`src/rtl/sltx_pkg.sv`:
```
// constants and types for the serial link transmit establishment block
package sltx_pkg;
  // control characters
  localparam logic [7:0] CH_R = 8'h1C;
  localparam logic [7:0] CH_A = 8'h7C;
  localparam logic [7:0] CH_Q = 8'h9C;
  localparam logic [7:0] CH_K = 8'hBC;
  localparam logic [7:0] CH_F = 8'hFC;
  // 6-bit k28 prefix at negative disparity
  localparam logic [5:0] K28_6B = 6'b001111;
  // register byte offsets
  localparam logic [11:0] ADDR_CTRL = 12'h000;
  localparam logic [11:0] ADDR_FRAMING = 12'h004;
  localparam logic [11:0] ADDR_CFG0 = 12'h008;
  localparam logic [11:0] ADDR_CFG1 = 12'h00C;
  localparam logic [11:0] ADDR_CFG2 = 12'h010;
  localparam logic [11:0] ADDR_STATUS = 12'h014;
  // control register fields
  localparam int CTRL_SCR = 0;
  localparam int CTRL_ALIGN = 1;
  localparam int CTRL_BYP = 2;
  localparam int CTRL_INV = 3;
  localparam int CTRL_SFE = 4;
  localparam int CTRL_SFV = 5;
  localparam int CTRL_FMT = 6;
  localparam int CTRL_W = 7;
  localparam logic [6:0] CTRL_RST = 7'h03;
  // framing register fields
  localparam int FR_F_LSB = 0;
  localparam int FR_K_LSB = 8;
  localparam logic [3:0] F_M1_RST = 4'h1;
  localparam logic [4:0] K_M1_RST = 5'h1F;
  // alignment sequence shape
  localparam logic [1:0] ILAS_LAST_MF = 2'h3;
  localparam logic [1:0] ILAS_CFG_MF = 2'h1;
  localparam logic [8:0] CFG_FIRST = 9'h002;
  localparam logic [8:0] CFG_END = 9'h010;
  localparam int CFG_OCTETS = 14;
  localparam logic [14:0] SCR_SEED = 15'h7FFF;
  // link phases
  typedef enum logic [1:0] {
    ST_CGS = 2'b00,
    ST_ILAS = 2'b01,
    ST_DATA = 2'b10
  } sltx_state_t;
endpackage : sltx_pkg

```
`src/rtl/sltx_top.sv`:
```
// transmit link establishment, scrambling, substitution and 8b/10b encoding
//
// Register access over APB and the address map were left to the implementer.
module sltx_top (
  // clock and reset
  input wire logic pclk,
  input wire logic presetn,
  // apb slave
  input wire logic psel,
  input wire logic penable,
  input wire logic pwrite,
  input wire logic [11:0] paddr,
  input wire logic [31:0] pwdata,
  output logic [31:0] prdata,
  output logic pready,
  output logic pslverr,
  // link pins
  input wire logic link_sync_request_n,
  output logic [9:0] tx_symbol,
  output logic local_multiframe_clock,
  // sample octet stream
  input wire logic [7:0] sample_octet,
  output logic sample_ready
);

  logic [sltx_pkg::CTRL_W-1:0] ctrl;
  logic [3:0] f_m1;
  logic [4:0] k_m1;
  logic [4:0] k_eff;
  logic [31:0] cfg0;
  logic [31:0] cfg1;
  logic [7:0] cfg2;
  logic sync_m;
  logic sync_s;
  logic sync_ok;
  logic [3:0] oct_cnt_f;
  logic [4:0] frm_cnt;
  logic [8:0] oct_in_mf;
  logic frame_last;
  logic mf_last;
  sltx_pkg::sltx_state_t state;
  logic [1:0] ilas_mf;
  logic [7:0] ramp;
  logic [14:0] scr_st;
  logic [22:0] scr_res;
  logic [7:0] scr_d;
  logic [7:0] data_in;
  logic [7:0] prev_last;
  logic [7:0] cfg_arr [0:sltx_pkg::CFG_OCTETS-1];
  logic [3:0] cfg_idx;
  logic [7:0] next_oct;
  logic next_k;
  logic [7:0] oct_q;
  logic k_q;
  logic rd;
  logic [10:0] enc_res;
  logic wr_en;
  logic rd_setup;

  // apb slave, zero wait states
  assign pready = 1'b1;
  assign wr_en = psel & penable & pwrite;
  assign rd_setup = psel & ~penable;

  always_ff @(posedge pclk or negedge presetn) begin
    if (!presetn) begin
      ctrl <= sltx_pkg::CTRL_RST;
      f_m1 <= sltx_pkg::F_M1_RST;
      k_m1 <= sltx_pkg::K_M1_RST;
      cfg0 <= 32'h0000_0000;
      cfg1 <= 32'h0000_0000;
      cfg2 <= 8'h00;
    end else if (wr_en) begin
      case (paddr)
        sltx_pkg::ADDR_CTRL: ctrl <= pwdata[sltx_pkg::CTRL_W-1:0];
        sltx_pkg::ADDR_FRAMING: begin
          f_m1 <= pwdata[sltx_pkg::FR_F_LSB +: 4];
          k_m1 <= pwdata[sltx_pkg::FR_K_LSB +: 5];
        end
        sltx_pkg::ADDR_CFG0: cfg0 <= pwdata;
        sltx_pkg::ADDR_CFG1: cfg1 <= pwdata;
        sltx_pkg::ADDR_CFG2: cfg2 <= pwdata[7:0];
        default: ;
      endcase
    end
  end

  // read data captured in the setup cycle
  always_ff @(posedge pclk or negedge presetn) begin
    if (!presetn) begin
      prdata <= 32'h0000_0000;
      pslverr <= 1'b0;
    end else if (rd_setup) begin
      pslverr <= 1'b0;
      case (paddr)
        sltx_pkg::ADDR_CTRL: prdata <= {25'h0, ctrl};
        sltx_pkg::ADDR_FRAMING: prdata <= {19'h0, k_m1, 4'h0, f_m1};
        sltx_pkg::ADDR_CFG0: prdata <= cfg0;
        sltx_pkg::ADDR_CFG1: prdata <= cfg1;
        sltx_pkg::ADDR_CFG2: prdata <= {24'h0, cfg2};
        sltx_pkg::ADDR_STATUS: prdata <= {27'h0, ilas_mf, sync_ok, state};
        default: begin
          prdata <= 32'h0000_0000;
          pslverr <= 1'b1;
        end
      endcase
    end
  end

  // sync request pin synchroniser
  always_ff @(posedge pclk or negedge presetn) begin
    if (!presetn) begin
      sync_m <= 1'b0;
      sync_s <= 1'b0;
    end else begin
      sync_m <= link_sync_request_n;
      sync_s <= sync_m;
    end
  end

  // software override of the request
  assign sync_ok = ctrl[sltx_pkg::CTRL_SFE] ? ctrl[sltx_pkg::CTRL_SFV]
                                            : sync_s;

  // local multiframe clock counters
  assign k_eff = {k_m1[4:2], 2'b11};
  assign frame_last = (oct_cnt_f == f_m1);
  assign mf_last = frame_last && (frm_cnt == k_eff);

  always_ff @(posedge pclk or negedge presetn) begin
    if (!presetn) begin
      oct_cnt_f <= 4'h0;
      frm_cnt <= 5'h00;
      oct_in_mf <= 9'h000;
      local_multiframe_clock <= 1'b0;
    end else begin
      local_multiframe_clock <= mf_last;
      oct_cnt_f <= frame_last ? 4'h0 : oct_cnt_f + 4'h1;
      if (mf_last) begin
        frm_cnt <= 5'h00;
        oct_in_mf <= 9'h000;
      end else begin
        oct_in_mf <= oct_in_mf + 9'h001;
        if (frame_last) begin
          frm_cnt <= frm_cnt + 5'h01;
        end
      end
    end
  end

  // link phase machine
  always_ff @(posedge pclk or negedge presetn) begin
    if (!presetn) begin
      state <= sltx_pkg::ST_CGS;
    end else if (!sync_ok) begin
      state <= sltx_pkg::ST_CGS;
    end else begin
      case (state)
        sltx_pkg::ST_CGS: begin
          if (mf_last) begin
            state <= sltx_pkg::ST_ILAS;
          end
        end
        sltx_pkg::ST_ILAS: begin
          if (mf_last && ilas_mf == sltx_pkg::ILAS_LAST_MF) begin
            state <= sltx_pkg::ST_DATA;
          end
        end
        sltx_pkg::ST_DATA: state <= sltx_pkg::ST_DATA;
        default: state <= sltx_pkg::ST_CGS;
      endcase
    end
  end

  // alignment multiframe index and ramp
  always_ff @(posedge pclk or negedge presetn) begin
    if (!presetn) begin
      ilas_mf <= 2'h0;
      ramp <= 8'h00;
    end else if (state != sltx_pkg::ST_ILAS) begin
      ilas_mf <= 2'h0;
      ramp <= 8'h00;
    end else begin
      ramp <= ramp + 8'h01;
      if (mf_last) begin
        ilas_mf <= ilas_mf + 2'h1;
      end
    end
  end

  // link configuration octets, parameters held as value minus one
  always_comb begin
    cfg_arr[0] = cfg0[7:0];
    cfg_arr[1] = {4'h0, cfg0[11:8]};
    cfg_arr[2] = {3'h0, cfg0[20:16]};
    cfg_arr[3] = {ctrl[sltx_pkg::CTRL_SCR], 2'b00, cfg0[28:24]};
    cfg_arr[4] = {4'h0, f_m1};
    cfg_arr[5] = {3'h0, k_eff};
    cfg_arr[6] = cfg1[7:0];
    cfg_arr[7] = cfg1[15:8];
    cfg_arr[8] = cfg1[23:16];
    cfg_arr[9] = cfg1[31:24];
    cfg_arr[10] = cfg2;
    cfg_arr[11] = 8'h00;
    cfg_arr[12] = 8'h00;
    cfg_arr[13] = 8'h00;
    for (int i = 0; i < sltx_pkg::CFG_OCTETS - 1; i++) begin
      cfg_arr[13] = cfg_arr[13] + cfg_arr[i];
    end
  end

  assign cfg_idx = 4'(oct_in_mf - sltx_pkg::CFG_FIRST);

  // self-synchronising scrambler, msb first
  function automatic logic [22:0] scramble(input logic [7:0] d,
                                           input logic [14:0] s);
    logic [14:0] st;
    logic [7:0] o;
    logic b;
    st = s;
    o = 8'h00;
    for (int i = 7; i >= 0; i--) begin
      b = d[i] ^ st[13] ^ st[14];
      o[i] = b;
      st = {st[13:0], b};
    end
    return {st, o};
  endfunction : scramble

  // offset binary flips the sample msb carried in even octets
  assign data_in = sample_octet
                 ^ {ctrl[sltx_pkg::CTRL_FMT] & ~oct_cnt_f[0], 7'h00};
  assign scr_res = scramble(data_in, scr_st);
  assign scr_d = scr_res[7:0];
  assign sample_ready = (state == sltx_pkg::ST_DATA);

  always_ff @(posedge pclk or negedge presetn) begin
    if (!presetn) begin
      scr_st <= sltx_pkg::SCR_SEED;
    end else if (sample_ready && ctrl[sltx_pkg::CTRL_SCR]) begin
      scr_st <= scr_res[22:8];
    end
  end

  always_ff @(posedge pclk or negedge presetn) begin
    if (!presetn) begin
      prev_last <= 8'h00;
    end else if (sample_ready && frame_last) begin
      prev_last <= data_in;
    end
  end

  // octet and control flag selection
  always_comb begin
    next_oct = sltx_pkg::CH_K;
    next_k = 1'b1;
    case (state)
      sltx_pkg::ST_CGS: begin
        next_oct = sltx_pkg::CH_K;
        next_k = 1'b1;
      end
      sltx_pkg::ST_ILAS: begin
        if (oct_in_mf == 9'h000) begin
          next_oct = sltx_pkg::CH_R;
        end else if (mf_last) begin
          next_oct = sltx_pkg::CH_A;
        end else if (ilas_mf == sltx_pkg::ILAS_CFG_MF
                     && oct_in_mf == 9'h001) begin
          next_oct = sltx_pkg::CH_Q;
        end else if (ilas_mf == sltx_pkg::ILAS_CFG_MF
                     && oct_in_mf >= sltx_pkg::CFG_FIRST
                     && oct_in_mf < sltx_pkg::CFG_END) begin
          next_oct = cfg_arr[cfg_idx];
          next_k = 1'b0;
        end else begin
          next_oct = ramp;
          next_k = 1'b0;
        end
      end
      sltx_pkg::ST_DATA: begin
        next_k = 1'b0;
        if (ctrl[sltx_pkg::CTRL_SCR]) begin
          next_oct = scr_d;
          if (ctrl[sltx_pkg::CTRL_ALIGN] && frame_last) begin
            if (mf_last && scr_d == sltx_pkg::CH_A) begin
              next_k = 1'b1;
            end else if (scr_d == sltx_pkg::CH_F) begin
              next_k = 1'b1;
            end
          end
        end else begin
          next_oct = data_in;
          if (ctrl[sltx_pkg::CTRL_ALIGN] && frame_last
              && data_in == prev_last) begin
            next_k = 1'b1;
            next_oct = mf_last ? sltx_pkg::CH_A : sltx_pkg::CH_F;
          end
        end
      end
      default: begin
        next_oct = sltx_pkg::CH_K;
        next_k = 1'b1;
      end
    endcase
  end

  always_ff @(posedge pclk or negedge presetn) begin
    if (!presetn) begin
      oct_q <= sltx_pkg::CH_K;
      k_q <= 1'b1;
    end else begin
      oct_q <= next_oct;
      k_q <= next_k;
    end
  end

  // 8b/10b encoder, returns {next disparity, abcdei fghj}
  function automatic logic [10:0] encode(input logic [7:0] o,
                                         input logic k,
                                         input logic rdin);
    logic [5:0] c6;
    logic [3:0] c4;
    logic [9:0] c10;
    logic r;
    logic alt;
    logic [4:0] x;
    logic [2:0] y;
    x = o[4:0];
    y = o[7:5];
    r = rdin;
    c6 = sltx_pkg::K28_6B;
    c4 = 4'b0100;
    alt = 1'b0;
    if (k) begin
      case (y)
        3'h0: c4 = 4'b0100;
        3'h1: c4 = 4'b1001;
        3'h2: c4 = 4'b0101;
        3'h3: c4 = 4'b0011;
        3'h4: c4 = 4'b0010;
        3'h5: c4 = 4'b1010;
        3'h6: c4 = 4'b0110;
        default: c4 = 4'b1000;
      endcase
      c10 = {c6, c4} ^ {10{r}};
      if ($countones(c10) != 5) begin
        r = ~r;
      end
    end else begin
      case (x)
        5'd0: c6 = 6'b100111;
        5'd1: c6 = 6'b011101;
        5'd2: c6 = 6'b101101;
        5'd3: c6 = 6'b110001;
        5'd4: c6 = 6'b110101;
        5'd5: c6 = 6'b101001;
        5'd6: c6 = 6'b011001;
        5'd7: c6 = 6'b111000;
        5'd8: c6 = 6'b111001;
        5'd9: c6 = 6'b100101;
        5'd10: c6 = 6'b010101;
        5'd11: c6 = 6'b110100;
        5'd12: c6 = 6'b001101;
        5'd13: c6 = 6'b101100;
        5'd14: c6 = 6'b011100;
        5'd15: c6 = 6'b010111;
        5'd16: c6 = 6'b011011;
        5'd17: c6 = 6'b100011;
        5'd18: c6 = 6'b010011;
        5'd19: c6 = 6'b110010;
        5'd20: c6 = 6'b001011;
        5'd21: c6 = 6'b101010;
        5'd22: c6 = 6'b011010;
        5'd23: c6 = 6'b111010;
        5'd24: c6 = 6'b110011;
        5'd25: c6 = 6'b100110;
        5'd26: c6 = 6'b010110;
        5'd27: c6 = 6'b110110;
        5'd28: c6 = 6'b001110;
        5'd29: c6 = 6'b101110;
        5'd30: c6 = 6'b011110;
        default: c6 = 6'b101011;
      endcase
      if (r && ($countones(c6) != 3 || x == 5'd7)) begin
        c6 = ~c6;
      end
      if ($countones(c6) != 3) begin
        r = ~r;
      end
      alt = (y == 3'h7)
          && ((!r && (x == 5'd17 || x == 5'd18 || x == 5'd20))
          || (r && (x == 5'd11 || x == 5'd13 || x == 5'd14)));
      case (y)
        3'h0: c4 = 4'b1011;
        3'h1: c4 = 4'b1001;
        3'h2: c4 = 4'b0101;
        3'h3: c4 = 4'b1100;
        3'h4: c4 = 4'b1101;
        3'h5: c4 = 4'b1010;
        3'h6: c4 = 4'b0110;
        default: c4 = alt ? 4'b0111 : 4'b1110;
      endcase
      if (r && ($countones(c4) != 2 || y == 3'h3)) begin
        c4 = ~c4;
      end
      if ($countones(c4) != 2) begin
        r = ~r;
      end
      c10 = {c6, c4};
    end
    return {r, c10};
  endfunction : encode

  assign enc_res = encode(oct_q, k_q, rd);

  always_ff @(posedge pclk or negedge presetn) begin
    if (!presetn) begin
      tx_symbol <= 10'h000;
      rd <= 1'b0;
    end else if (ctrl[sltx_pkg::CTRL_BYP]) begin
      tx_symbol <= {k_q, 1'b0, oct_q}
                 ^ {10{ctrl[sltx_pkg::CTRL_INV]}};
    end else begin
      tx_symbol <= enc_res[9:0] ^ {10{ctrl[sltx_pkg::CTRL_INV]}};
      rd <= enc_res[10];
    end
  end
endmodule : sltx_top

```
`config.mk`:
```
export PLATFORM = sky130hd
export DESIGN_NAME = sltx_top
export DESIGN_NICKNAME = d
export VERILOG_FILES = /design/src/rtl/sltx_pkg.sv /design/src/rtl/sltx_top.sv
export SDC_FILE = /design/constraint.sdc
export NUM_CORES = 1
export LEC_CHECK = 0
export BUFFER_PORTS_ARGS = -buffer_cell sky130_fd_sc_hd__buf_2
export CAP_MARGIN = 25
export CORE_ASPECT_RATIO = 0.9
export CORE_MARGIN = 4
export CORE_UTILIZATION = 60
export CTS_CLUSTER_DIAMETER = 100
export DETAILED_ROUTE_END_ITERATION = 10
export PLACE_DENSITY = 0.8
export RECOVER_POWER = 100
export SKIP_LAST_GASP = 1
export SLEW_MARGIN = 15
export SYNTH_ARGS = -nofsm -noshare
export SYNTH_HDL_FRONTEND = slang
export SYNTH_SLANG_ARGS = --single-unit
```
`constraint.sdc`:
```
create_clock -name pclk -period 22.8 [get_ports pclk]
set_input_delay 2.28 -clock pclk [delete_from_list [all_inputs] [get_ports pclk]]
set_output_delay 2.28 -clock pclk [all_outputs]
set_load 0.01 [all_outputs]
```
---- Word-level counts from Yosys, hierarchy flattened ----
Memories as Yosys holds them, arrays and structs flattened.
Index checks and enable logic that the tools add are counted.
word-level totals
  register bits after elaboration ......... 197
  latch bits .............................. 0
  RAM bits ................................ 0
  memory bits (read-only) ................. 192
  input bits .............................. 58
  output and inout bits ................... 46
  logic and storage cells ................. 226
  memories kept ........................... 1
cells by class
  $add $sub $neg .......................... 41
  $mul .................................... 0
  div/mod/pow operators ................... 0
  $lt $le $gt $ge ......................... 3
  eq/ne operators ......................... 38
  shifts and indexed selects .............. 0
  multiplexer cells ....................... 51
  bitwise logic cells ..................... 32
  reductions and logical operators ........ 37
memories
  name             depth  bits a word  rd ports  clocked after Yosys merged registers in  wr ports  RTL line         text
  (no name shown)  32     6            1         0                                        0         sltx_top.sv:350  case (x)
operators by type and width
  kind                   count
  $pmux W32 S6           1
  $mux W8                10
  $pmux W4 S7            2
  $add A8 B8 Y8          6
  $bmux W8 S4            1
  $add A1 B1 Y2          15
  $eq A12 B4 Y1 const B  2
  $eq A12 B5 Y1 const B  2
  $mux W4                6
  $mux W10               2
  $xor A10 B10 Y10       2
  $add A2 B2 Y3          6
  $mux W6                3
  $add A8 B4 Y8          2
  $add A8 B5 Y8          2
  $pmux W8 S2            1
  $xor A1 B1 Y1          16
  $eq A5 B4 Y1 const B   3
  $eq A5 B5 Y1 const B   3
  $logic_and A1 B1 Y1    15
  $mux W1                15
  $reduce_and A2 Y1      7
  $eq A12 B3 Y1 const B  1
  $eq A3 B3 Y1 const B   4
  48 further kinds       75

---- Depth between registers and ports, before layout ----
Gate-level depths: netlist of run 1.
An unclocked memory read counts as a cell.
  depth after elaboration ................. 35
  mapped depth ............................ 42

---- Least setup slack after synthesis of run 1 ----
OpenSTA, ideal clock, no wires.
  path kind ............................... register -> register
  start point ............................. register oct_q[0]
  end point ............................... register rd
  library setup time ...................... 121 ps
  arrival time ............................ 8982 ps
  slack ................................... 13697 ps
  stages on the path, launching flop included .. 40
  buffers on the path ..................... 0
  period minus slack after synthesis ...... 9103 ps
  cells stage by stage .................... dfrtp_1 inv_1 ha_1 and2_1 or3_1 a31oi_2 inv_1 fa_1 inv_1 fa_1 inv_1 ha_1 inv_1 fa_1 o31ai_4 xnor2_1 ha_1 inv_1 [... 4 more ...] fa_1 nand3b_1 xnor2_2 mux2_2 nor2_1 fa_1 ha_1 ha_1 o211ai_1 nand2_1 xnor2_1 ha_1 a311o_1 ha_1 nand2_1 xnor2_1 nor2_1 o22a_1
on the way
  cells in the longest elaborated chain, start to end .. 35
ends and longest elaborated chain
  element                              RTL line         text
  from (decl)                          sltx_top.sv:53   logic [7:0] oct_q;
  from (signal assigned)               sltx_top.sv:309  oct_q <= sltx_pkg::CH_K;
  from (signal assigned)               sltx_top.sv:312  oct_q <= next_oct;
  $mem_v2 Z32 W6                       -
  $mux W6                              sltx_top.sv:334  if (k) begin
  $add A1 B1 Y2 (not written as such)  sltx_top.sv:384  if (r && ($countones(c6) != 3 || x == 5'd7)) begin
  $add A2 B2 Y3 (not written as such)  sltx_top.sv:384
  $add A3 B2 Y4 (not written as such)  sltx_top.sv:384
  $ne A4 B2 Y1                         sltx_top.sv:384
  $logic_or A1 B1 Y1                   sltx_top.sv:384
  $logic_and A1 B1 Y1                  sltx_top.sv:384
  [... 19 more ...]                    -
  $logic_and A1 B1 Y1                  sltx_top.sv:403  if (r && ($countones(c4) != 2 || y == 3'h3)) begin
  $mux W4                              sltx_top.sv:403
  $mux W4                              sltx_top.sv:334
  $add A1 B1 Y2 (not written as such)  sltx_top.sv:406  if ($countones(c4) != 2) begin
  $add A2 B2 Y3 (not written as such)  sltx_top.sv:406
  $ne A3 B2 Y1                         sltx_top.sv:406
  $mux W1 (*)                          sltx_top.sv:406
  $mux W1 (*)                          sltx_top.sv:334
  to (signal assigned)                 sltx_top.sv:425  rd <= enc_res[10];
  to (decl)                            sltx_top.sv:55   logic rd;
Mark *: on every way between the ends. The rest lies on a longest branch, timed or not. The select of a mux whose other input is x is not followed.
A chain may end at the register's enable or synchronous reset.

---- Worst setup path in the final report of run 1 ----
  start point ............................. register oct_q[1]
  end point ............................... register rd
The elaborated chain is that of the path after synthesis.

==> impl_results.md, run 1 <==
* Die W at 160.4 um
* Ys async rst share at 100.0%
* Mapped Nets at 1326
* Synth unique cells at 82
* # DRC at 0
* Count of final hold-check violations at 0
* CP arrival at 10960 ps
* Status: complete, but fails checks
* Final ANT Viol Nets at 0
* Synth warn at 0
* Number of global-route vias before repair at 9227
* Number of max-cap violations at 5
* Met3 usage at 6.948%
* All-Layer GR Usage at 26.14%
* WP buf/inv at 8
* Post-layout util at 67.06%
* DR iter-0 viols at 812
* Critical path's largest stage delay at 650 ps
* Die ar. at 23290 sq um
* Clk pin slew, worst setup/hold paths at 70 ps
* Final WL at 30370 um
* GRT busiest layer: met2
* Worst Setup Path Type: flip-flop to flip-flop
* M2 GR Usage at 40.34%
* Failing checks: max-capacitance violations, max-slew violations
* Slew margin rel. at -325.1%
* CTS Buf Count at 17
* CP max-delay cell: o31ai_1
* Num ports at 104
* CP required at 23130 ps
* RSZ-0062 raised after global routing: no
* Largest net degree at the start of global routing at 122
* Cells after synthesis at 1163
* First-pass GRT wire length at 49110 um
* Post-route clock period utilization at 46.64%
* CP delay by family, top: adder cells
* Worst Setup Start Kind: flip-flop
* Tmin final at 10630 ps
* TritonCTS Sinks at 197
* Share of post-route cells with drive strength above 1 at 14.50%
* Fmax at 0.09404 GHz
* Core Area at 20290 sq um
* Sequential-to-total area share from yosys stat at 39.59%
* Tot Pwr at 1.610 mW
* CTS tree: built
* Slew Limit Fails at 264
* Initial antenna violation count at 1
* Setup WS post-layout at 12170 ps
* Post-Syn Area per Cell at 10.79 sq um
* DR vias at 9221
* Critical path fanouts, max at 8
* Die Span Y at 145.2 um
* Pwr dens at 118.3 nW/um^2
* Post_cts resized at 0
* Setup TNS at 0 ps
* HPWL after DPL at 21730 um
* Avg WL per Cell at 19.87 um
* H-Tree Level Count at 4
* Pre-CTS setup slack at 12950 ps
* Slew @ Worst Pin at 6376 ps
* IO buf count at 102
* Antenna Cells at 0
* HP Class: flip-flop to flip-flop
* Leak at 6.364 nW
* Most used DFF post-synth: dfrtp_1
* Total setup buffers inserted after CTS at 0
* Final Skew at 10.88 ps
* Met1 Use GR at 37.40%
* CP Capture Type: flip-flop
* Layout area overhead at 8.489%
* Seq cells post-synth at 197
* Row count at 49
* Gr ovfl total at 0
* VDD IR max at 162.9 uV
* Cell Area, Synth at 12540 sq um
* Final Wtd Congestion at 0.9343
* Worst skew pair latency at 450 ps
* Clock Root Buffer: clkbuf_16
* Final setup viols at 0
* First-pass DRT Iterations at 5
* Initial Utilization at 61.81%
* EDFF count, synth at 0
* Final nets at 1398
* Hold Buf Count CTS at 0
* Maximum root-to-sink buffer count at 2
* DR vias/cell at 6.035
==> through the flow <==
| stage | cells | cell area (sq um) | hold slack (ps) |
|---|---|---|---|
| 3_3_place_gp | 1491 | 13170 | 338.1 |
| 6_report | 1528 | 13610 | 354.9 |
| 4_1_cts | 1524 | 13770 | 353.9 |
| 3_5_place_dp | 1492 | 13180 | 337.1 |
| 5_1_grt | 1528 | 13610 | 369.5 |
| 2_1_floorplan | 1163 | 12540 | 331.2 |
==> layer usage <==
layer  wire (um)  up-vias
met1       13120     4572
met5          13        -
li1            -     4220
met2       14120      378
met4         510        2
met3        2600       49
==> flip-flops by register name (all words and copies together) (netlist names) <==
| signal | flops |
|---|---|
| cfg0 | 32 |
| cfg1 | 32 |
| prdata | 32 |
| scr_st | 15 |
| tx_symbol | 10 |
| oct_in_mf | 9 |
| cfg2 | 8 |
| oct_q | 8 |
| prev_last | 8 |
| ramp | 8 |
| ctrl | 7 |
| frm_cnt | 5 |
| k_m1 | 5 |
| f_m1 | 4 |
| oct_cnt_f | 4 |
| ilas_mf | 2 |
| state | 2 |
| k_q | 1 |
| local_multiframe_clock | 1 |
| pslverr | 1 |
| rd | 1 |
| sync_m | 1 |
| sync_s | 1 |
==> cell families after synthesis <==
kind of cell    Yosys count  synth area share [%]
flops                   197                 39.59
fa+ha+maj               105                 13.71
compound gates          234                 12.54
xor+xnor                 91                 6.743
other cells               1               0.02990
buf+inv                 137                 4.798
simple gates            278                 11.31
mux                     120                 11.28
==> worst reg2reg max path, delay by kind of cell, from the launching register on <==
kind | cells | cell delay (ps)
flops | 1 | 520
xor+xnor | 4 | 1200
mux | 1 | 440
simple gates | 8 | 1380
buf+inv | 8 | 640
fa+ha+maj | 14 | 4640
compound gates | 5 | 1700
==> final timing paths <==
check,startpoint,end,slack [ps],depth (start not counted)
min in group asynchronous,presetn,prdata[9]$_DFFE_PN0P_,4190,1
hold reg to reg,sync_m$_DFF_PN0_,sync_s$_DFF_PN0_,350,0
hold / removal,sync_m$_DFF_PN0_,sync_s$_DFF_PN0_,350,0
setup / recovery,oct_q[1]$_DFF_PN0_,rd$_DFFE_PN0P_,12170,40
setup reg to reg,oct_q[1]$_DFF_PN0_,rd$_DFFE_PN0P_,12170,40
max in group asynchronous,presetn,cfg1[6]$_DFFE_PN0P_,13010,3
==> cell usage after synthesis (all sizes together), types with 4 or more instances <==
| library cell | n | area, sq um |
|---|---|---|
| a31oi | 4 | 31.28 |
| or3 | 5 | 31.28 |
| and2 | 17 | 106.4 |
| nand3 | 21 | 110.1 |
| a221oi | 9 | 85.08 |
| nor2 | 45 | 168.9 |
| nor2b | 16 | 100.1 |
| a21oi | 31 | 155.2 |
| a222oi | 8 | 80.08 |
| nand2b | 11 | 68.82 |
| nand4 | 6 | 37.54 |
| a22oi | 24 | 180.2 |
| o2111ai | 4 | 35.03 |
| nand2 | 106 | 397.9 |
| a21o | 4 | 30.03 |
| a211o | 5 | 43.79 |
| and3 | 7 | 43.79 |
| a211oi | 10 | 75.07 |
| o22ai | 10 | 62.56 |
| mux2i | 12 | 120.1 |
| mux2 | 101 | 1137 |
| o21ai | 80 | 400.4 |
| mux4 | 7 | 157.7 |
| nor4 | 11 | 96.34 |
| ha | 51 | 638.1 |
| clkbuf | 35 | 131.4 |
| o2bb2ai | 7 | 61.31 |
| dfstp | 29 | 762.0 |
| nor3 | 13 | 65.06 |
| o31ai | 5 | 51.30 |
| dfrtp | 168 | 4204 |
| a21boi | 4 | 30.03 |
| xnor2 | 58 | 515.5 |
| fa | 54 | 1081 |
| nor3b | 4 | 40.03 |
| inv | 73 | 276.5 |
| xor2 | 30 | 262.8 |
| o211ai | 6 | 45.04 |
| buf | 26 | 182.7 |
==> area by class of cell <==
type                            count  area, sq um
Clock buffer                       18        439.2
Tap cell                          280        350.3
Sequential cell                   197         4966
Timing Repair Buffer              114        504.2
Clock inverter                     14        155.1
Multi-Input combinational cell    829         6905
Inverter                           76        287.8
Fill cell                        1573         6685
==> report_power, final <==
group	internal (mW)	switching (mW)
Clock	0.159	0.149
Combinational	0.387	0.482
Sequential	0.389	0.0424
==> cells in the final DEF, fill, tap and decap left out, drive strengths merged, types with 11 or more instances in the layout <==
cell type,instances
a21oi,31
a22oi,24
and2,17
buf,53
clkbuf,79
dfrtp,168
dfstp,29
fa,54
ha,51
inv,81
mux2,101
mux2i,12
nand2,106
nand2b,11
nand3,21
nor2,45
nor2b,16
nor3,13
nor4,11
o21ai,80
xnor2,58
xor2,30
(Power assumes the default switching activity.)
==> run 2: changes to the inputs <==
--- a/config.mk
+++ b/config.mk
@@ -5,6 +5,7 @@
 export SDC_FILE = /design/constraint.sdc
 export NUM_CORES = 1
 export LEC_CHECK = 0
+export ABC_AREA = 1
 export BUFFER_PORTS_ARGS = -buffer_cell sky130_fd_sc_hd__buf_2
 export CAP_MARGIN = 25
 export CORE_ASPECT_RATIO = 0.9
==> constraint.sdc (replaced) <==
create_clock -name pclk -period 10.73 [get_ports pclk]
set_input_delay 1.073 -clock pclk [delete_from_list [all_inputs] [get_ports pclk]]
set_output_delay 1.073 -clock pclk [all_outputs]
set_load 0.01 [all_outputs]
==> run 2 against run 1 <==
The flow still finishes with violations (max-capacitance violations, max-slew violations). Non-clock buffer count is 6 lower. Sequential share of layout area is 0.057 points lower. Sequential power is 120% higher. Combinational power grew to 2.7 times the previous value. Critical path depth is 8 higher. Largest power group unchanged.
==> impl_results.md, run 2 <==
* Reg-to-reg endpoint: rd$_DFFE_PN0P_
* Largest family of logic cells by synthesized area: simple AND/OR/NAND/NOR gates
* Initial antenna violation count at 0 (-1)
* First-pass GRT wire length at 55520 um (+13%)
* Post-Syn Area per Cell at 8.126 sq um (-25%)
* Slew margin rel. at -137.5% (+190 points)
* Clk pin slew, worst setup/hold paths at 80 ps (about the same)
* Status: complete, but fails checks
* Die ar. at 23260 sq um (about the same)
* Cells after synthesis at 1542 (+33%)
* Share of post-route cells with drive strength above 1 at 8.741% (-5.8 points)
* Synth top cells by count: 412 x nand2_1, 206 x inv_1, 168 x dfrtp_1
* Critical path's largest stage delay at 580 ps (-70 ps)
* Failing checks: max-capacitance violations, max-slew violations
* Post-Synth XOR/XNOR Area at 3.964% (-2.8 points)
* CP delay by family, top: adder cells
* Worst Hold Launch: sync_m$_DFF_PN0_
* Synth warn at 0 (unchanged)
* Pwr dens at 286.1 nW/um^2 (+140%)
* Post-synthesis adder-cell area fraction at 13.72% (about the same)
* CP max-delay cell: fa_1
* Placed insts at 1857 (+24%)
* TritonCTS Sinks at 197 (unchanged)
* IO buf count at 102 (unchanged)
* Synth top area cells: dfrtp_1 34%, nand2_1 12%, fa_1 8.6%
* Multi-input logic area at 6436 sq um (-6.8%)
* # DRC at 0 (unchanged)
* Num ports at 104 (unchanged)
* Leak at 6.673 nW (+4.9%)
* Critical path's most frequent cell: inv_1
* DR vias at 10898 (+18%)
* EDFF count, synth at 0 (unchanged)
* Final WL at 34330 um (+13%)
* CTS Buf Count at 17 (unchanged)
* Layout area overhead at 8.767%
* Register area at 4966 sq um (unchanged)
* Hold Buf Count CTS at 0 (unchanged)
* Setup TNS at 0 ps (unchanged)
* All-Layer GR Usage at 29.62% (+3.5 points)
* Clock Root Buffer: clkbuf_16
* Largest net degree at the start of global routing at 124 (+1.6%)
* Final Wtd Congestion at 0.9683 (+3.6%)
* Final Non-Filler Cells at 1891 (+24%)
* Worst reg-to-reg path cell count at 48 (+20%)
* Critical path fanouts, max at 8 (unchanged)
* Core Area at 20230 sq um (-0.30%)
* Slew Limit Fails at 291 (+10%)
* WP buf/inv at 11 (+3)
* Worst Setup Start Kind: flip-flop
* Total setup buffers inserted after CTS at 0 (unchanged)
* Hold Path End: sync_s$_DFF_PN0_
* CTS tree: built
* HPWL after DPL at 25520 um (+17%)
* Ys async rst share at 100.0% (unchanged)
* Sequential-to-total area share from yosys stat at 39.63% (about the same)
* Fin Hold WS at 361.1 ps (+6.271 ps)
* R2R Setup Slk at 1210 ps (-10960 ps)
* Gr ovfl total at 0 (unchanged)
* Worst Setup Path Type: flip-flop to flip-flop
* Final Skew at 9.624 ps (-1.251 ps)
* Worst skew pair latency at 450 ps (about the same)
* DR vias/cell at 5.763 (-4.5%)
* Post_cts resized at 0 (unchanged)
* Slew @ Worst Pin at 3563 ps (-2813 ps)
* Worst r2r src: oct_q[1]$_DFF_PN0_
* Yosys top cell area share at 33.55% (about the same)
* RSZ-0062 raised after global routing: no
* Worst hold path depth at 0 (unchanged)
* Setup WS post-layout at 1211 ps (-10960 ps)
* Most frequent cells in the layout: 417 x nand2_1, 210 x inv_1, 169 x o21ai_0, 168 x dfrtp_1, 83 x nor2_1
* Pre-CTS setup slack at 1616 ps (-11330 ps)
* HP Class: flip-flop to flip-flop
* DR iter-0 viols at 1455 (+79%)
* Largest registers: cfg0 (32), cfg1 (32), prdata (32)
* Final nets at 1786 (+28%)
* Mux cell area share after synthesis at 0.3595% (-11 points)
* Row count at 49 (unchanged)
* Die W at 160.3 um (about the same)
* Final setup viols at 0 (unchanged)
* Most used DFF post-synth: dfrtp_1
* Count of final hold-check violations at 0 (unchanged)
* VDD IR max at 408.0 uV (+150%)
* Seq cells post-synth at 197 (unchanged)
* Synth Area in Simple Gates at 20.02% (+8.7 points)
* Tmin final at 9519 ps (-1115 ps)
* Cell Area, Synth at 12530 sq um (about the same)
* Tot Pwr at 3.899 mW (+140%)
* Number of global-route vias before repair at 10571 (+15%)
* Mapped Nets at 1705 (+29%)
* Synth unique cells at 58 (-29%)
* CP arrival at 9860 ps (-1100 ps)
* H-Tree Level Count at 4 (unchanged)
* Initial Utilization at 61.94% (+0.13 points)
* Post-route clock period utilization at 88.72% (+42 points)
* Maximum root-to-sink buffer count at 2 (unchanged)
* Number of max-cap violations at 5 (unchanged)
* Synth Area in Compound Gates at 13.81% (+1.3 points)
* CP Capture Type: flip-flop
* Final ANT Viol Nets at 0 (unchanged)
* Most common cell after layout, fill and taps aside: nand2_1
* Count leader, synth: nand2_1
* Die Span Y at 145.1 um (about the same)
* FILL cells at 1756 (+12%)
* Synth area leader: dfrtp_1
* Antenna Cells at 0 (unchanged)
* Avg WL per Cell at 18.16 um (-8.6%)
* CP required at 11070 ps (-12060 ps)
* Fmax at 0.1051 GHz (+12%)
* First-pass DRT Iterations at 7 (+2)
-- run 2: area by class of cell --
class	instances	area share, %
clock buffer	18	3.222
clock inverter	14	1.019
inverter	225	6.215
multi-input combinational	1074	47.22
sequential	197	36.44
tap	255	2.341
timing repair buffer	108	3.544
-- run 2: cell families after synthesis --
| family | count (synthesis) |
|---|---|
| flops | 197 |
| xor+xnor | 55 |
| fa+ha+maj | 105 |
| compound gates | 306 |
| buf+inv | 271 |
| mux | 4 |
| simple gates | 603 |
| other cells | 1 |
-- run 2: layer usage --
layer,GRT usage (%),vias to the layer above,wire (um)
li1,-,5103,-
met1,43.75,5167,15020
met2,44.07,554,15100
met3,7.884,74,3594
met4,7.097,0,621
met5,0,-,0
-- run 2: worst max path at each step --
stage | slack (ps) | cells past startpoint | start | end
detailed placement | 1620 | 49 | oct_q[1]$_DFF_PN0_ | rd$_DFFE_PN0P_
CTS | 1570 | 49 | oct_q[1]$_DFF_PN0_ | rd$_DFFE_PN0P_
global placement | 1840 | 49 | oct_q[1]$_DFF_PN0_ | rd$_DFFE_PN0P_
finish | 1210 | 48 | oct_q[1]$_DFF_PN0_ | rd$_DFFE_PN0P_
global route | 520 | 48 | oct_q[1]$_DFF_PN0_ | rd$_DFFE_PN0P_
floorplan | 2330 | 49 | oct_q[0]$_DFF_PN0_ | rd$_DFFE_PN0P_
-- run 2: stage by stage --
step	util, %	area [sq um]
detailed placement	65.23	13200
global route	67.37	13630
floorplan	-	12530
CTS	68.09	13780
finish	67.37	13630
global placement	65.13	13180
-- run 2: report_power, final --
part,internal (mW),leakage [nW],switching [mW]
combinational,0.891,3.80,1.42
sequential,0.839,2.59,0.0987
clock,0.334,0.283,0.315
